==> src/pkg/rsol_pkg.sv <==
// Notes on behaviour
// - straps are caught at the release of reset and held as configuration
// - strap pins return to their normal functions shortly after reset release
// - an undriven strap pin yields the default set by its internal pull
// - boot strap 0 boots from boot memory, 1 idles awaiting external boot
// - interrupt strap 0 leaves irqs off and level; 1 enables them edge-sensitive
// - link width strap 0 selects 1-bit receive, 1 selects 4-bit
// - config write strap 0 makes system and sdram config write-once; 1 always
// - pull or drive state of each strap pin follows reset low or high
// - id-dependent pulls only on processor id zero; pull-down becomes pull-up
// - defaults: pull-downs on four option straps, pull-ups on test straps
package rsol_pkg;

  localparam int PIN_N = 7;
  localparam int SYNC_STAGES = 2;
  localparam logic [1:0] SETTLE_CYC = 2'h2;

  // pin order: boot select, interrupt, link width, config write, test a, b, c
  localparam int PIN_BOOT = 0;
  localparam int PIN_IRQ = 1;
  localparam int PIN_LINK = 2;
  localparam int PIN_CFGW = 3;
  localparam int PIN_TMA = 4;

  localparam logic [6:0] PD_RESET_MASK = 7'h0F;
  localparam logic [6:0] PU_RESET_MASK = 7'h70;
  localparam logic [6:0] ID_DEP_MASK = 7'h09;
  localparam logic [6:0] DRIVEN_MASK = 7'h76;
  localparam logic [2:0] PROC_ID_ZERO = 3'h0;

  localparam logic [7:0] ADDR_STATUS = 8'h00;
  localparam logic [7:0] ADDR_SYS_CFG = 8'h04;
  localparam logic [7:0] ADDR_SDRAM_CFG = 8'h08;
  localparam logic [31:0] SYS_CFG_RST = 32'h0000_0000;
  localparam logic [31:0] SDRAM_CFG_RST = 32'h0000_0000;

  localparam int ST_CFG_LSB = 0;
  localparam int ST_RUN_BIT = 8;
  localparam int ST_SYS_LOCK_BIT = 9;
  localparam int ST_SDR_LOCK_BIT = 10;

  localparam logic [1:0] HTRANS_NONSEQ = 2'h2;

  typedef enum logic [2:0] {
    RSOL_PH_RESET  = 3'b001,
    RSOL_PH_SETTLE = 3'b010,
    RSOL_PH_RUN    = 3'b100
  } rsol_phase_e;

  typedef struct packed {
    logic [2:0] test_mode;
    logic       cfg_write_always;
    logic       link_width4;
    logic       irq_enable;
    logic       boot_wait;
  } rsol_cfg_s;

  localparam rsol_cfg_s CFG_RST = '{test_mode: 3'h7, default: 1'b0};

  typedef struct packed {
    logic [PIN_N-1:0] o;
    logic [PIN_N-1:0] oe;
    logic [PIN_N-1:0] pu;
    logic [PIN_N-1:0] pd;
  } rsol_pad_s;

endpackage

==> src/rtl/rsol_strap_latch.sv <==
`timescale 1ns/1ps
module rsol_strap_latch (
  input  wire logic                       clock,
  input  wire logic                       arst_n,
  input  wire logic [rsol_pkg::PIN_N-1:0] pin_i,
  input  wire logic [2:0]                 proc_id_i,
  input  wire logic [rsol_pkg::PIN_N-1:0] func_o,
  input  wire logic [rsol_pkg::PIN_N-1:0] func_oe,
  output logic [rsol_pkg::PIN_N-1:0]      func_i,
  output rsol_pkg::rsol_pad_s             pad,
  output rsol_pkg::rsol_cfg_s             strap_cfg,
  output logic                            irq_edge_mode,
  output logic                            straps_valid,
  output logic [31:0]                     system_config_register,
  output logic [31:0]                     sdram_config_register,
  input  wire logic                       hsel,
  input  wire logic [7:0]                 haddr,
  input  wire logic [1:0]                 htrans,
  input  wire logic                       hwrite,
  input  wire logic [2:0]                 hsize,
  input  wire logic [31:0]                hwdata,
  input  wire logic                       hready,
  output logic [31:0]                     hrdata,
  output logic                            hreadyout,
  output logic                            hresp
);
  import rsol_pkg::*;

  // ---------------------------------------------------------------
  // pin synchronisers
  // ---------------------------------------------------------------
  // no reset on these: they must carry the pin level through reset
  logic [PIN_N-1:0] pin_s1_q;
  logic [PIN_N-1:0] pin_s2_q;
  logic [2:0]       id_s1_q;
  logic [2:0]       id_s2_q;

  always_ff @(posedge clock) begin
    pin_s1_q <= pin_i;
    pin_s2_q <= pin_s1_q;
    id_s1_q  <= proc_id_i;
    id_s2_q  <= id_s1_q;
  end

  always_ff @(posedge clock) begin
    func_i <= pin_s2_q;
  end

  // ---------------------------------------------------------------
  // reset phase sequencer
  // ---------------------------------------------------------------
  rsol_phase_e phase_q;
  logic [1:0]  settle_q;

  always_ff @(posedge clock or negedge arst_n) begin
    if (!arst_n) begin
      phase_q  <= RSOL_PH_RESET;
      settle_q <= 2'h0;
    end else begin
      case (phase_q)
        RSOL_PH_RESET: begin
          phase_q  <= RSOL_PH_SETTLE;
          settle_q <= 2'h1;
        end
        // wait out the synchroniser so the sample is the release-edge level
        RSOL_PH_SETTLE: begin
          if (settle_q == SETTLE_CYC) begin
            phase_q <= RSOL_PH_RUN;
          end else begin
            settle_q <= settle_q + 2'h1;
          end
        end
        RSOL_PH_RUN: begin
          phase_q <= RSOL_PH_RUN;
        end
        default: begin
          phase_q <= RSOL_PH_RESET;
        end
      endcase
    end
  end

  logic run;
  logic capture;
  assign run     = (phase_q == RSOL_PH_RUN);
  assign capture = (phase_q == RSOL_PH_SETTLE) && (settle_q == SETTLE_CYC);

  // ---------------------------------------------------------------
  // strap capture
  // ---------------------------------------------------------------
  always_ff @(posedge clock or negedge arst_n) begin
    if (!arst_n) begin
      strap_cfg     <= CFG_RST;
      irq_edge_mode <= 1'b0;
      straps_valid  <= 1'b0;
    end else if (capture) begin
      strap_cfg.boot_wait        <= pin_s2_q[PIN_BOOT];
      strap_cfg.irq_enable       <= pin_s2_q[PIN_IRQ];
      irq_edge_mode              <= pin_s2_q[PIN_IRQ];
      strap_cfg.link_width4      <= pin_s2_q[PIN_LINK];
      strap_cfg.cfg_write_always <= pin_s2_q[PIN_CFGW];
      strap_cfg.test_mode        <= pin_s2_q[PIN_TMA+2:PIN_TMA];
      straps_valid               <= 1'b1;
    end
  end
  // no other load path: values stay until arst_n falls again

  // ---------------------------------------------------------------
  // pad control
  // ---------------------------------------------------------------
  // pulls are not under async reset: id-gating needs the sampled id,
  // so pull-downs settle three clocks into reset, pull-ups one
  logic             id_zero;
  logic [PIN_N-1:0] id_gate;
  logic [PIN_N-1:0] pad_pd_q;
  logic [PIN_N-1:0] pad_pu_q;
  logic [PIN_N-1:0] pad_o_q;
  logic [PIN_N-1:0] pad_oe_q;
  assign id_zero = (id_s2_q == PROC_ID_ZERO);
  assign id_gate = id_zero ? {PIN_N{1'b1}} : ~ID_DEP_MASK;

  always_ff @(posedge clock) begin
    if (!run) begin
      pad_pd_q <= PD_RESET_MASK & id_gate;
      pad_pu_q <= PU_RESET_MASK;
    end else begin
      pad_pd_q <= {PIN_N{1'b0}};
      pad_pu_q <= ID_DEP_MASK & id_gate;
    end
  end

  always_ff @(posedge clock or negedge arst_n) begin
    if (!arst_n) begin
      pad_oe_q <= {PIN_N{1'b0}};
      pad_o_q  <= {PIN_N{1'b0}};
    end else begin
      pad_o_q  <= func_o;
      pad_oe_q <= run ? func_oe : {PIN_N{1'b0}};
    end
  end

  // two processes feed the pad struct, so it is packed from flops here
  assign pad = '{o: pad_o_q, oe: pad_oe_q, pu: pad_pu_q, pd: pad_pd_q};

  // ---------------------------------------------------------------
  // ahb-lite slave
  // ---------------------------------------------------------------
  logic       wr_pend_q;
  logic       rd_pend_q;
  logic [7:0] addr_q;
  logic       sys_lock_q;
  logic       sdr_lock_q;
  logic       accept;

  assign accept = hsel && hready && (htrans == HTRANS_NONSEQ);

  function automatic logic [31:0] status_word(input rsol_cfg_s c, input logic r,
                                              input logic ls, input logic ld);
    logic [31:0] w;
    w = 32'h0000_0000;
    w[ST_CFG_LSB +: 7]  = c;
    w[ST_RUN_BIT]       = r;
    w[ST_SYS_LOCK_BIT]  = ls;
    w[ST_SDR_LOCK_BIT]  = ld;
    return w;
  endfunction

  function automatic logic may_write(input logic always_wr, input logic lock);
    return always_wr || !lock;
  endfunction

  always_ff @(posedge clock or negedge arst_n) begin
    if (!arst_n) begin
      wr_pend_q <= 1'b0;
      rd_pend_q <= 1'b0;
      addr_q    <= 8'h00;
    end else begin
      if (accept) begin
        wr_pend_q <= hwrite;
        rd_pend_q <= !hwrite;
        addr_q    <= {haddr[7:2], 2'h0};
      end else if (hreadyout) begin
        wr_pend_q <= 1'b0;
        rd_pend_q <= 1'b0;
      end
    end
  end

  // reads take one wait state so a write just before is seen
  always_ff @(posedge clock or negedge arst_n) begin
    if (!arst_n) begin
      hreadyout <= 1'b1;
      hrdata    <= 32'h0000_0000;
      hresp     <= 1'b0;
    end else begin
      hresp <= 1'b0;
      if (accept && !hwrite) begin
        hreadyout <= 1'b0;
      end else if (rd_pend_q && !hreadyout) begin
        hreadyout <= 1'b1;
        case (addr_q)
          ADDR_STATUS:    hrdata <= status_word(strap_cfg, run, sys_lock_q, sdr_lock_q);
          ADDR_SYS_CFG:   hrdata <= system_config_register;
          ADDR_SDRAM_CFG: hrdata <= sdram_config_register;
          default:        hrdata <= 32'h0000_0000;
        endcase
      end
    end
  end

  logic wr_sys;
  logic wr_sdr;
  assign wr_sys = wr_pend_q && run && (addr_q == ADDR_SYS_CFG)
                  && may_write(strap_cfg.cfg_write_always, sys_lock_q);
  assign wr_sdr = wr_pend_q && run && (addr_q == ADDR_SDRAM_CFG)
                  && may_write(strap_cfg.cfg_write_always, sdr_lock_q);

  always_ff @(posedge clock or negedge arst_n) begin
    if (!arst_n) begin
      system_config_register <= SYS_CFG_RST;
      sys_lock_q             <= 1'b0;
    end else if (wr_sys) begin
      system_config_register <= hwdata;
      sys_lock_q             <= 1'b1;
    end
  end

  always_ff @(posedge clock or negedge arst_n) begin
    if (!arst_n) begin
      sdram_config_register <= SDRAM_CFG_RST;
      sdr_lock_q            <= 1'b0;
    end else if (wr_sdr) begin
      sdram_config_register <= hwdata;
      sdr_lock_q            <= 1'b1;
    end
  end
endmodule // rsol_strap_latch

==> config.mk <==
export PLATFORM = sky130hd
export DESIGN_NAME = rsol_strap_latch
export DESIGN_NICKNAME = d
export VERILOG_FILES = /design/src/pkg/rsol_pkg.sv /design/src/rtl/rsol_strap_latch.sv
export SDC_FILE = /design/constraint.sdc
export NUM_CORES = 1
export LEC_CHECK = 0
export BUFFER_PORTS_ARGS = -buffer_cell sky130_fd_sc_hd__buf_2
export CORE_UTILIZATION = 50
export CTS_CLUSTER_SIZE = 20
export DETAILED_ROUTE_END_ITERATION = 16
export PLACE_DENSITY = 0.86
export SETUP_SLACK_MARGIN = 0.1
export SYNTH_ARGS = -nofsm -noshare
export SYNTH_HDL_FRONTEND = slang
export SYNTH_SLANG_ARGS = --single-unit
==> constraint.sdc <==
create_clock -name clock -period 2 [get_ports clock]
set_clock_uncertainty 0.1 [all_clocks]
set_input_delay 0.1 -clock clock [delete_from_list [all_inputs] [get_ports clock]]
set_output_delay 0.1 -clock clock [all_outputs]
set_load 0.1 [all_outputs]
* Word-level counts from Yosys, hierarchy flattened
Cells that the tools add are included.
** Storage, ports and cells
- Input port bits :: 74
- Flip-flop bits (word level) :: 175
- Word-level logic and storage cells :: 75
- Output and inout bits :: 142
** Operators by class
- Equal/unequal tests :: 9
- Add/subtract/negate cells :: 1
- Bitwise logic cells :: 1
- Reduce and logical (&&, ||, !) cells :: 23
- Multiplexer cells :: 13
** Operators by type and width (count)
- one-hot mux 32 bit (3 select lines) :: 1
- 2-to-1 mux 7 bit :: 2
- logical AND 1 bit :: 10
- one-hot mux 3 bit (3 select lines) :: 1
- zero test 8 bit :: 1
- equality test 6 x 1 -> 1 bit, second input constant :: 1
- equality test 6 x 2 -> 1 bit, second input constant :: 1
- nonzero test 2 bit :: 3
- 2-to-1 mux 1 bit :: 5
- equality test 2 bit, second input constant :: 2
- zero test 1 bit :: 4
- 2-to-1 mux 4 bit :: 1
- one-hot mux 2 bit (2 select lines) :: 1
- AND reduction 2 bit :: 2
- equality test 3 x 1 -> 1 bit, second input constant :: 1
- equality test 3 x 2 -> 1 bit, second input constant :: 1
- equality test 3 bit, second input constant :: 1
- zero test 3 bit :: 1
- 2-to-1 mux 3 bit :: 1
- adder 2 x 1 -> 2 bit, second input constant :: 1
- logical OR 1 bit :: 2
- 2-to-1 mux 2 bit :: 1
- inequality test 2 x 1 -> 1 bit, second input constant :: 1
- inequality test 2 bit, second input constant :: 1
- inverter 1 bit :: 1

* Logic depth before layout (Yosys ltp)
- Depth in word-level cells :: 5
- Gate-level depth with buffers :: 5
- Gate-level depth less buffers :: 5

* Worst setup path after synthesis
OpenSTA, ideal clock, no wires.
- Path type :: reg2reg
- From :: register strap_cfg[3] (netlist bit)
- To :: register system_config_register[3]
- Library setup time :: 0.126 ns
- Arrival :: 1.855 ns
- Clock period less this slack :: 2.081 ns
- Cell stages (with the launch flop) :: 4
- Data required time :: 1.774 ns
- Buffers on the path :: 1
- Path slack :: -0.081 ns
- Path through :: dfrtp_1 > o2111ai_1 > buf_2 > mux2_2
** Between the ends
- Word-level cells in the longest chain between the ends :: 2
** RTL lines
- from (decl) :: RTL line rsol_strap_latch.sv:11 : output rsol_pkg::rsol_cfg_s strap_cfg,
- logical OR 1 bit :: RTL line rsol_strap_latch.sv:169 : return always_wr || !lock;
- logical AND 1 bit :: RTL line rsol_strap_latch.sv:214 : && may_write(strap_cfg.cfg_write_always, sys_lock_q);
- to (signal assigned) :: RTL line rsol_strap_latch.sv:223 : system_config_register <= hwdata;
- to (decl) :: RTL line rsol_strap_latch.sv:14 : output logic [31:0] system_config_register,
Every way passes these cells.
A chain may end at the register's enable or synchronous reset.

* Final worst setup path
- From :: register addr_q[5]
- To :: register sdram_config_register[28]
** Between the ends
- Word-level cells in the longest chain between the ends :: 3
** RTL lines
- from (decl) :: RTL line rsol_strap_latch.sv:150 : logic [7:0] addr_q;
- from (signal assigned) :: RTL line rsol_strap_latch.sv:181 : addr_q <= {haddr[7:2], 2'h0};
- equality test 6 x 2 -> 1 bit :: RTL line rsol_strap_latch.sv:215 : assign wr_sdr = wr_pend_q && run && (addr_q == ADDR_SDRAM_CFG)
- logical AND 1 bit :: RTL line rsol_strap_latch.sv:215
- logical AND 1 bit :: RTL line rsol_strap_latch.sv:216 : && may_write(strap_cfg.cfg_write_always, sdr_lock_q);
- to (signal assigned) :: RTL line rsol_strap_latch.sv:233 : sdram_config_register <= hwdata;
- to (decl) :: RTL line rsol_strap_latch.sv:15 : output logic [31:0] sdram_config_register,
Every way passes these cells.

==> results by group <==
Worst setup path
  • Data required, critical path: 2.19 ns
  • CP max FO: 15
  • Critical path endpoint category: register
  • WS Path Type: register to register
  • FF-to-FF path depth: 5
  • Register-to-register setup slack: 0.002 ns
  • Arrival time at the worst endpoint: about 2.2 ns
  • CP startpoint kind: register

Floorplan
  • Die area: between 10000 and 15000 sq um
  • I/O Pins: about 220
  • Rows: 41
  • Die Y: roughly 120 microns
  • Die X: approximately 120 microns
  • Initial Util: between 50% and 60%
  • Core Area: about 13000 sq um

Logic synthesis
  • Async S/R FF share, synth: 81.2%
  • Post-Synth Simple-Gate Area: between 8 and 9%
  • Largest family of logic cells by synthesized area: multiplexers
  • Top-area cell type share of the netlist area: roughly half
  • Synth Register Bits: 165
  • Xor/xnor share of the synthesized area: less than 1%
  • Seq/Total Area, Yosys: 60.6%
  • Mean Syn Cell Area: 13.7 sq um
  • Ranking of synthesized cells by instance count: 129 x dfrtp_1, 44 x and3b_1, 44 x mux2_1
  • Post-synth EDFFs: 0
  • Cells after synthesis: between 400 and 500
  • Adder-cell share of the synthesized area: 0.190%
  • Synth cell types: between 40 and 50
  • Fraction of the mapped netlist area in compound gates: 7.07%
  • Cell taking the most area after synthesis: dfrtp_1
  • Top_reg_cell synth: dfrtp_1
  • Synth area leaders: dfrtp_1 49%, dfxtp_1 9.4%, mux2_1 7.5%
  • Most frequent cell after synthesis: dfrtp_1
  • Mapped Area: around 6600 sq um
  • Ys Warns: 0
  • Post-synthesis mux area share: a little under a fifth

Route
  • Pre-Repair DR Iteration Count: 4
  • WL/cell: 19.3 microns
  • WL met1: 7130 microns
  • Antenna Nets Post-Route: 0
  • Vias/cell: 5.27
  • Top sig layer: met4
  • DRC viols: 0
  • Met2 Wirelength: slightly below 10000 microns
  • Metal3 WL: around 1000 microns
  • Iter 0 DRT Violations: 249
  • Final wirelength: 18200 microns
  • Vias post-DR: between 4k and 5k

Layout
  • Multi-input logic area: around 2500 sq um
  • Filler instances: around 810
  • Final nets: ~840
  • Final instance area: around 9400 sq um
  • Ant diodes: 0
  • P&R area growth vs syn: 43.1%
  • Register Area: approximately 4000 sq um
  • Proportion of layout cells with a drive suffix above 1: roughly 45%

Timing
  • Slew Viols, Final: 0
  • Slew headroom: 66.0%
  • RSZ-0062 raised after global routing: yes
  • Max Freq: approximately 500 MHz
  • Final setup viols: 0
  • Hold Worst Slack: 0.0764 ns
  • Setup ws final: between 0.002 and 0.0025 ns
  • Worst-Margin Slew: 0.513 ns
  • Tmin final: ~2 ns
  • Hold Fails Final Rpt: 0
  • Final period utilization: 99.9%

Placement
  • Pre-CTS setup slack: between 0.04 and 0.05 ns
  • Count of input and output buffers: between 200 and 250
  • Area after DPL: between 7000 and 8000 sq um
  • RePlAce Congestion: 0.751
  • Post-DP HPWL: 10600 microns

Clocking
  • CTS sink cnt: about 170
  • CTS H-tree lvls: 4
  • Maximum clock path buffer count: 2
  • CTS tree: built
  • Clock Latency Late Sink: approximately 0.42 ns
  • Worst-path clk slew: 0.06 ns
  • CTS root buffer: clkbuf_16
  • CTS buffer count: 17

Global routing
  • Initial antenna violation count: 0
  • Largest net degree at the start of global routing: 66
  • Total Routing Usage GR: 25.5%
  • First-pass GRT wire length: around 26000 microns
  • Vias in the first global route: a little over 5k
  • Grt total ovfl: 0

Run
  • Max-cap violations: 0

Power
  • P per Cell Area: 1450 nW/um^2
  • PnR Total Power: 13.7 mW
  • Peak supply drop: ~0.94 mV
  • Static leakage: approximately 4.6 nW

Worst hold path
  • Worst hold path type: primary input to async pin

Run status
  • Outcome: completed
## placed cells by master (no fill, tap or decap), types with 3 or more instances in the layout
master,Yosys,routed
buf_2,9,203
dfrtp_1,129,127
dlygate4sd3_1,0,64
and3b_1,44,44
mux2i_1,31,31
mux2_4,0,31
dfxtp_1,31,31
mux2_2,35,30
inv_1,28,28
o211ai_1,22,22
clkbuf_16,0,20
mux2_1,44,18
buf_4,12,18
a2bb2oi_1,9,9
and2_1,7,7
o2bb2ai_1,10,7
conb_1,1,6
buf_12,0,6
o21ai_0,5,5
dfstp_2,5,5
nor2b_1,4,4
clkinvlp_4,0,4
buf_6,0,4
nand2_1,3,3
o2111ai_4,0,3
o2bb2ai_2,0,3
clkinv_4,0,3
clkinv_2,0,3
## cell families after synthesis
family          Yosys count
buf+inv                  71
mux                     110
xor+xnor                  1
simple gates             72
fa+ha+maj                 1
other cells               1
flops                   165
compound gates           59
## power by group
part | switching, mW | internal, mW
clock network | 1.30 | 1.87
registers | 0.417 | 3.93
logic | 4.96 | 1.20
total | 6.67 | 6.99
## layout make-up
class / count / area share [%]
Sequential cell: 165 / 42.4
Multi-Input combinational cell: 249 / 26.3
Timing Repair Buffer: 299 / 21.8
Clock buffer: 20 / 4.75
Tap cell: 172 / 2.29
Clock inverter: 12 / 1.40
Inverter: 28 / 1.12
## layer usage
layer,global-route usage [%],vias up
li1,-,2258
met1,27.7,2485
met2,46.3,198
met3,6.02,43
met4,13.0,0
met5,0,-
## worst max-delay path, cell delays in order, from the launching register on
cell	delay, ns
dfrtp_1	0.41
nor4_4	0.36
buf_6	0.18
o2111ai_4	0.21
buf_12	0.24
mux2_1	0.35
## state kept, by name (all words and copies together) (netlist names), 7 cells and up
name,cells
pad_o_q,7
pad_oe_q,7
func_i,7
hrdata,32
system_config_register,32
pin_s1_q,7
sdram_config_register,32
pin_s2_q,7
## metrics by stage
| stage | std cells | TNS, ns | utilization, % |
|---|---|---|---|
| 2_1_floorplan | 485 | 0 | - |
| 3_3_place_gp | 839 | 0 | 61.8 |
| 3_5_place_dp | 839 | 0 | 61.8 |
| 4_1_cts | 935 | 0 | 71.4 |
| 5_1_grt | 945 | -0.178 | 73.9 |
| 6_report | 945 | 0 | 73.9 |
## path summary, 6_finish.rpt
kind	startpoint	endpoint
setup / recovery	addr_q[5]$_DFFE_PN0N_	sdram_config_register[28]$_DFFE_PN0P_
hold / removal	arst_n	system_config_register[27]$_DFFE_PN0P_
setup reg to reg	addr_q[5]$_DFFE_PN0N_	sdram_config_register[28]$_DFFE_PN0P_
hold reg to reg	pin_s1_q[2]$_DFF_P_	pin_s2_q[2]$_DFF_P_
max in group asynchronous	arst_n	strap_cfg[4]$_DFFE_PN1P_
min in group clock	pin_i[1]	pin_s1_q[1]$_DFF_P_
## repair_timing
| item | CTS | global route |
|---|---|---|
| setup buffers | 0 | 5 |
| hold endpoints to repair | 229 | 0 |
| cloned | 0 | 5 |
| hold buffers | 64 | 0 |
| setup endpoints to repair | 49 | 69 |
| gates resized for setup | 1 | 45 |
No activity file was read; power rests on OpenSTA's default activity.
